[src/core/pif_pkg.sv]
// Contract
// - Flags set regardless of enable bits
// - This is first of two flag registers
// - Bit 7 unimplemented, reads zero
// - Bit 6 conversion done, sticky
// - Bit 5 mirrors receive buffer full
// - Bit 4 mirrors transmit buffer empty
// - Bit 3 serial transfer done, sticky
// - Bit 2 sets on capture event in capture mode
// - Bit 2 sets on compare in compare mode; unused PWM
// - Bit 1 timer-2 period match, sticky
// - Bit 0 timer-1 overflow, sticky
package pif_pkg;
  localparam int unsigned ADDR_W = 4;
  // Register offsets
  localparam logic [3:0] OFF_FLAGS  = 4'h0;
  localparam logic [3:0] OFF_MASK   = 4'h1;
  localparam logic [3:0] OFF_STATUS = 4'h2;
  localparam logic [3:0] OFF_MODE   = 4'h3;
  // Field positions of the flag register
  localparam int unsigned BIT_OVF  = 0;
  localparam int unsigned BIT_PER  = 1;
  localparam int unsigned BIT_CCP  = 2;
  localparam int unsigned BIT_SSP  = 3;
  localparam int unsigned BIT_TXE  = 4;
  localparam int unsigned BIT_RXF  = 5;
  localparam int unsigned BIT_ADC  = 6;
  localparam int unsigned BIT_UNIM = 7;
  // Bits software may write (read-write flags)
  localparam logic [7:0] RW_MASK    = 8'h4F;
  // Bits that are live status from peripherals
  localparam logic [7:0] LIVE_MASK  = 8'h30;
  localparam logic [7:0] FLAGS_RST  = 8'h00;
  localparam logic [7:0] MASK_RST   = 8'h00;
  localparam logic [1:0] MODE_RST   = 2'h0;
  // Capture/compare unit modes
  typedef enum logic [1:0] {
    PIF_CAPTURE = 2'h0,
    PIF_COMPARE = 2'h1,
    PIF_PWM     = 2'h2,
    PIF_OFF     = 2'h3
  } pif_ccp_mode_t;
endpackage

[src/core/pif_evt_if.sv]
`timescale 1ns/100ps
`default_nettype none
// Per-bit set requests and clear requests for the sticky flag bank
interface pif_evt_if;
  logic [7:0] set_req;
  logic [7:0] clr_req;
  logic [7:0] flags;
  modport ctl (output set_req, output clr_req, input flags);
  modport bank (input set_req, input clr_req, output flags);
endinterface
`default_nettype wire

[src/core/pif_flag_bank.sv]
`timescale 1ns/100ps
`default_nettype none
module pif_flag_bank (
  // Clock and reset
  input  wire logic clk_in,
  input  wire logic sys_rst_in,
  // Set and clear traffic
  pif_evt_if.bank   evt
);
  typedef struct packed {
    logic [7:0] flags;
  } pif_bank_t;
  pif_bank_t st;
  pif_bank_t next_st;

  // Set wins over clear so no event is lost in the clearing cycle
  always_comb begin
    next_st = st;
    for (int i = 0; i < 8; i++) begin
      if (evt.set_req[i]) begin
        next_st.flags[i] = 1'b1;
      end else if (evt.clr_req[i]) begin
        next_st.flags[i] = 1'b0;
      end
    end
  end

  always_ff @(posedge clk_in) begin
    if (sys_rst_in) begin
      st.flags <= pif_pkg::FLAGS_RST;
    end else begin
      st <= next_st;
    end
  end

  assign evt.flags = st.flags;
endmodule // pif_flag_bank
`default_nettype wire

[src/core/pif_flags_one.sv]
`timescale 1ns/100ps
`default_nettype none
// First peripheral interrupt flag register with mask and one irq line
module pif_flags_one (
  // Clock and reset
  input  wire logic       clk_in,
  input  wire logic       sys_rst_in,
  // Register port
  input  wire logic [3:0] addr_in,
  input  wire logic [7:0] wdata_in,
  input  wire logic       wr_in,
  input  wire logic       rd_in,
  output logic      [7:0] rdata_out,
  // Peripheral events, one-cycle pulses
  input  wire logic       conv_done_in,
  input  wire logic       sync_done_in,
  input  wire logic       capture_in,
  input  wire logic       compare_in,
  input  wire logic       period_match_in,
  input  wire logic       overflow_in,
  // Serial buffer levels
  input  wire logic       rx_full_in,
  input  wire logic       tx_empty_in,
  // Interrupt
  output logic            irq_out
);
  typedef struct packed {
    logic [7:0] rdata;
    logic [7:0] mask;
    logic [1:0] mode;
    logic       irq;
  } pif_top_t;
  pif_top_t st;
  pif_top_t next_st;
  logic [7:0] flags_all;
  logic [7:0] set_v;
  logic [7:0] clr_v;
  logic       ccp_hit;

  pif_evt_if evt ();

  pif_flag_bank u_bank (
    .clk_in     (clk_in),
    .sys_rst_in (sys_rst_in),
    .evt        (evt)
  );

  // Capture or compare event depending on mode; PWM ignores both
  always_comb begin
    unique case (pif_pkg::pif_ccp_mode_t'(st.mode))
      pif_pkg::PIF_CAPTURE: ccp_hit = capture_in;
      pif_pkg::PIF_COMPARE: ccp_hit = compare_in;
      pif_pkg::PIF_PWM:     ccp_hit = 1'b0;
      pif_pkg::PIF_OFF:     ccp_hit = 1'b0;
    endcase
  end

  // Set requests ignore every enable, so masking only gates irq and the status read
  always_comb begin
    set_v = 8'h00;
    set_v[pif_pkg::BIT_ADC] = conv_done_in;
    set_v[pif_pkg::BIT_SSP] = sync_done_in;
    set_v[pif_pkg::BIT_CCP] = ccp_hit;
    set_v[pif_pkg::BIT_PER] = period_match_in;
    set_v[pif_pkg::BIT_OVF] = overflow_in;
  end

  // Writing one clears a read-write flag; other bits ignore writes
  always_comb begin
    clr_v = 8'h00;
    if (wr_in && (addr_in == pif_pkg::OFF_FLAGS)) begin
      clr_v = wdata_in & pif_pkg::RW_MASK;
    end
  end

  assign evt.set_req = set_v;
  assign evt.clr_req = clr_v;

  // Live buffer bits follow the serial unit; bit 7 forced low
  always_comb begin
    flags_all = evt.flags & pif_pkg::RW_MASK;
    flags_all[pif_pkg::BIT_RXF] = rx_full_in;
    flags_all[pif_pkg::BIT_TXE] = tx_empty_in;
  end

  // Register writes, read mux and the interrupt level
  always_comb begin
    next_st = st;
    next_st.rdata = 8'h00;
    if (wr_in && (addr_in == pif_pkg::OFF_MASK)) begin
      next_st.mask = wdata_in & ~8'h80;
    end
    if (wr_in && (addr_in == pif_pkg::OFF_MODE)) begin
      next_st.mode = wdata_in[1:0];
    end
    if (rd_in) begin
      unique case (addr_in)
        pif_pkg::OFF_FLAGS:  next_st.rdata = flags_all;
        pif_pkg::OFF_MASK:   next_st.rdata = st.mask;
        pif_pkg::OFF_STATUS: next_st.rdata = flags_all & st.mask;
        pif_pkg::OFF_MODE:   next_st.rdata = {6'h00, st.mode};
        default:             next_st.rdata = 8'h00; // Unmapped reads zero
      endcase
    end
    next_st.irq = |(flags_all & st.mask);
  end

  always_ff @(posedge clk_in) begin
    if (sys_rst_in) begin
      st.rdata      <= 8'h00;
      st.mask       <= pif_pkg::MASK_RST;
      st.mode       <= pif_pkg::MODE_RST;
      st.irq        <= 1'b0;
    end else begin
      st <= next_st;
    end
  end

  assign rdata_out = st.rdata;
  assign irq_out   = st.irq;
endmodule // pif_flags_one
`default_nettype wire

[config.mk]
export PLATFORM = sky130hd
export DESIGN_NAME = pif_flags_one
export DESIGN_NICKNAME = d
export VERILOG_FILES = /design/src/core/pif_pkg.sv /design/src/core/pif_evt_if.sv /design/src/core/pif_flag_bank.sv /design/src/core/pif_flags_one.sv
export SDC_FILE = /design/constraint.sdc
export NUM_CORES = 1
export LEC_CHECK = 0
export BUFFER_PORTS_ARGS = -buffer_cell sky130_fd_sc_hd__buf_2
export CAP_MARGIN = 5
export CORE_MARGIN = 10
export CORE_UTILIZATION = 40
export DETAILED_ROUTE_END_ITERATION = 10
export GPL_ROUTABILITY_DRIVEN = 1
export HOLD_SLACK_MARGIN = 0.1
export MAX_ROUTING_LAYER = met4
export PLACE_DENSITY = 0.7
export SLEW_MARGIN = 20
export SYNTH_ARGS = -nofsm -noshare
export SYNTH_HDL_FRONTEND = slang
export SYNTH_SLANG_ARGS = --single-unit
[constraint.sdc]
create_clock -name clk_in -period 1.1 [get_ports clk_in]
set_input_delay 0.22 -clock clk_in [delete_from_list [all_inputs] [get_ports clk_in]]
set_output_delay 0.22 -clock clk_in [all_outputs]
set_load 0.05 [all_outputs]
======== Word-level counts from Yosys, hierarchy flattened ========
Cells that the tools add are included.
storage, ports and cells
  flip-flop bits (word level) ............. 23
  input bits .............................. 24
  output and inout bits ................... 9
  logic and storage cells ................. 43
operators by class
  equal/unequal tests ..................... 6
  muxes and demuxes ....................... 13
  bitwise logic cells ..................... 2
  reductions and logical operators ........ 13
operators by type and width
  operator                                             count
  case mux 7 bit (4 select lines)                      1
  two-way mux 1 bit                                    10
  nonzero test 2 bit                                   5
  equality test 4 x 2 -> 1 bit, second input constant  2
  OR reduction 8 bit                                   1
  AND 7 bit                                            1
  two-way mux 7 bit                                    1
  equality test 2 bit, second input constant           2
  equality test 4 x 1 -> 1 bit, second input constant  1
  logical NOT 4 bit                                    1
  OR reduction 2 bit                                   2
  logical AND 1 bit                                    3
  case mux 1 bit (3 select lines)                      1
  equality test 2 x 1 -> 1 bit, second input constant  1
  logical NOT 2 bit                                    1
  inverter 1 bit                                       1

======== Logic depth before layout (Yosys ltp) ========
  depth after elaboration ................. 5
  mapped depth ............................ 4
  mapped depth without buffers ............ 3

======== Cells and area by module ========
A second synthesis with hierarchy kept.
unflattened totals
  cell total of the unflattened synthesis .. 133
  area total of the unflattened synthesis .. 1262.5 sq um
modules (own cells, without submodules)
  module         instances  cells an instance  area an instance (sq um)  sequential area each (sq um)
  pif_flags_one  1          100                880.8                     340.3
  pif_flag_bank  1          33                 381.6                     160.2

======== Least setup slack after synthesis ========
Ideal clock, no wire load.
  kind .................................... input to register
  start ................................... input addr_in[3]
  end ..................................... register st (netlist bit rdata_out[0])
  setup time .............................. 0.078 ns
  data arrival time ....................... 1.027 ns
  required time ........................... 1.022 ns
  slack ................................... -0.005 ns
  stages .................................. 3
  path buffers ............................ 1
  cell sequence ........................... or4b_1 > clkbuf_2 > nor3_1
on the way
  word-level cells in the longest chain between the ends .. 2
  elaborated cells between the ends (all ways) .. 5
  classes of those cells .................. eq/ne: 3; mux: 1; reduce/logical: 1
ends and longest elaborated chain
  what                                                        line                  text
  from (decl)                                                 pif_flags_one.sv:9    input wire logic [3:0] addr_in,
  equality test 4 x 2 -> 1 bit, or another cell as far along  pif_flags_one.sv:97   unique case (addr_in)
  case mux 7 bit (4 select lines) *                           pif_flags_one.sv:97
  to (signal assigned)                                        pif_flags_one.sv:115  st <= next_st;
  to (decl)                                                   pif_flags_one.sv:33   pif_top_t st;
Every way passes the cells marked *; elsewhere a longest branch is shown, timed or not.
A chain may end at the register's enable or synchronous reset.

======== Worst setup path after layout ========
  start ................................... register st (netlist bit rdata_out[0])
  end ..................................... output rdata_out[0]
RTL lines
  what       line                 text
  to (decl)  pif_flags_one.sv:13  output logic [7:0] rdata_out,
No word-level cell between the ends.

==> metrics.csv <==
metric;value;unit
initial_core_util;41.8;%
cts_tree;yes;
antennaDiodeCount;0;
cts_setup_buffers;0;
hold_buffers;0;
synth_top_area_share;42.6;%
layout-drive-gt1-share;31.9;%
skew;8.01;ps
swShare;23.3;%
synth_nets;141;
clockPowerShare;38.2;%
syn_area_per_cell;8.84;µm²
wl;2660;µm
viasPerCell;5.37;
synth_fa_ha_area_share;0;%
r2r_slack;90;ps
total_leakage_power;0.000529;µW
slowest_stage;dfxtp_1;
area_growth;25.3;%
period_needed;1050;ps
p_comb_share;11.6;%
status;finished, final reports clean;
clock_latency;320;ps
synth_top_family_by_area;simple AND/OR/NAND/NOR gates;
internal_power;1280;µW
final_antenna_net_count;0;
critPathArrivalTime;830;ps
max_freq;0.950;GHz
fp.dieW;70.9;µm
mostFrequentLayoutCell;buf_2;
hp-start;rx_full_in;
worst-path-stages;1;
row_count;18;
crit_required;880;ps
htree_num_levels;1;
core;2480;µm²
synth-seq-area-share;42.6;%
ys_warn_count;0;
dpl.hpwl;1940;µm
r2r_start;u_bank.evt.flags[1];
pre_cts_ws;-262;ps
crit_path_start_kind;register;
grt_max_degree;24;
timing_worst_setup_path_type;register to output pin;
ctsResizeCount;8;
wl_per_cell;15.3;µm
cp_top_family;flip-flops;
maxCapViolations;0;
worst_hold_path_type;input pin to register;
crit_start;rdata_out[0];
overflow;0;
firstDrtPassIters;4;
most-common-layout-cells;22 x buf_2, 18 x dfxtp_1, 13 x nand2b_1;
synth_area;1030;µm²
dr_total_vias;935;
io_pins;33;
stdcell_area;1300;µm²
crit_end;rdata_out[0];
crit_path_end_kind;output pin;
dieArea;5020;µm²
switchingPower;388;µW
setup_viol;0;
io_buffers;30;
hold_viol;0;
grt_pass1_vias;951;
power-per-cell-area;1290;nW/µm²
ys_types;26;
synthTopCellsByArea;dfxtp_1 43%, nand2b_1 7.9%, buf_4 5.8%, mux2i_1 4.8%, o21ai_0 4.8%;
cts_root_buffer;clkbuf_4;
grt_pass1_wl;4500;µm
finalPower;1670;µW
yosysTopAreaCell;dfxtp_1;
grt_usage;11.1;%
synth_mux_area_share;4.84;%
synth-xor-area-share;0.846;%
synthCells;117;
slowest_delay;330;ps
yosys_register_bits;22;
ir_drop;0.881;mV
post-route-period-util;95.7;%
clkTransAtPathRegs;130;ps
clockBufferDepth;2;
clock-sinks;22;
drc;0;
synth_compound_area_share;12.3;%
power_frac_seq;50.2;%
die_y;70.9;µm
regToRegEndpoint;irq_out;
crit_path_max_fanout;1;
maxSlewViolCount;0;
final.setup.worst_slack;47.4;ps
gp_congestion;0.841;
whs;148;ps
r2r_cells;2;
critPathBufInv;1;
synth-simple-area-share;30.4;%
numCtsBuffers;3;
drtIter0Drc;61;
nets;169;
place_area;1190;µm²
antenna_found_initial;0;
path_cells;buf_4;
==> state kept, by name, indices dropped and copies added (netlist names) <==
register and cells:
st 9, irq_out 1, rdata_out 7, u_bank.evt.flags 5
==> power groups by stage <==
stage          clock, µW  sequential, µW  combinational [µW]
2_1_floorplan          0             851                 107
3_3_place_gp           0             854                 183
3_5_place_dp           0             855                 189
4_1_cts              642             838                 191
5_1_grt              681             841                 213
6_report             637             839                 194
==> cell type report <==
type	count	area (µm²)
Clock buffer	3	22.5
Clock inverter	1	30.0
Fill cell	247	1180
Multi-Input combinational cell	80	504
Sequential cell	22	445
Tap cell	30	37.5
Timing Repair Buffer	38	256
==> worst min-delay path by stage <==
stage	end	cells after the start
2_1_floorplan	rdata_out[5]	2
3_3_place_gp	st[7]	2
3_5_place_dp	st[6]	2
4_1_cts	rdata_out[5]	3
5_1_grt	u_bank.evt.flags[6]	3
6_report	rdata_out[5]	3
==> cells by family (layout without fill, tap and decap cells) <==
kind of cell	count (synthesis)	count (layout)
xor gates and xnor gates	1	1
DFF	22	22
and+or+nand+nor	51	51
AOI/OAI and AO/OA	22	22
buffers and inverters	15	42
other	1	1
muxes	5	5
==> layer usage <==
metal,wire length [µm],vias to the layer above,GRT usage [%]
li1,-,459,-
met1,1220,432,13.3
met2,1170,37,15.7
met3,194,7,3.07
met4,76,0,7.53
met5,0,-,-
==> cell usage after synthesis (all sizes together) <==
library cell	instances
a22oi	2
and3	2
nor2	7
nand2	5
a21oi	5
a31oi	1
nand2b	13
nor3b	1
and4b	4
buf	9
mux2i	5
o21ai	10
dfxtp	22
clkbuf	6
conb	1
nand4b	5
o22ai	2
o32ai	1
a222oi	1
and2	1
nor2b	6
xnor2	1
or4b	1
nor3	6
==> per-stage QoR <==
stage | utilization, % | instances | TNS (ps)
6_report | 52.3 | 174 | 0
5_1_grt | 52.3 | 174 | -3.92
4_1_cts | 51.1 | 174 | 0
3_3_place_gp | 48.1 | 170 | -2190
3_5_place_dp | 48.1 | 170 | -2720
2_1_floorplan | - | 117 | -10.4
(Power assumes the default switching activity.)
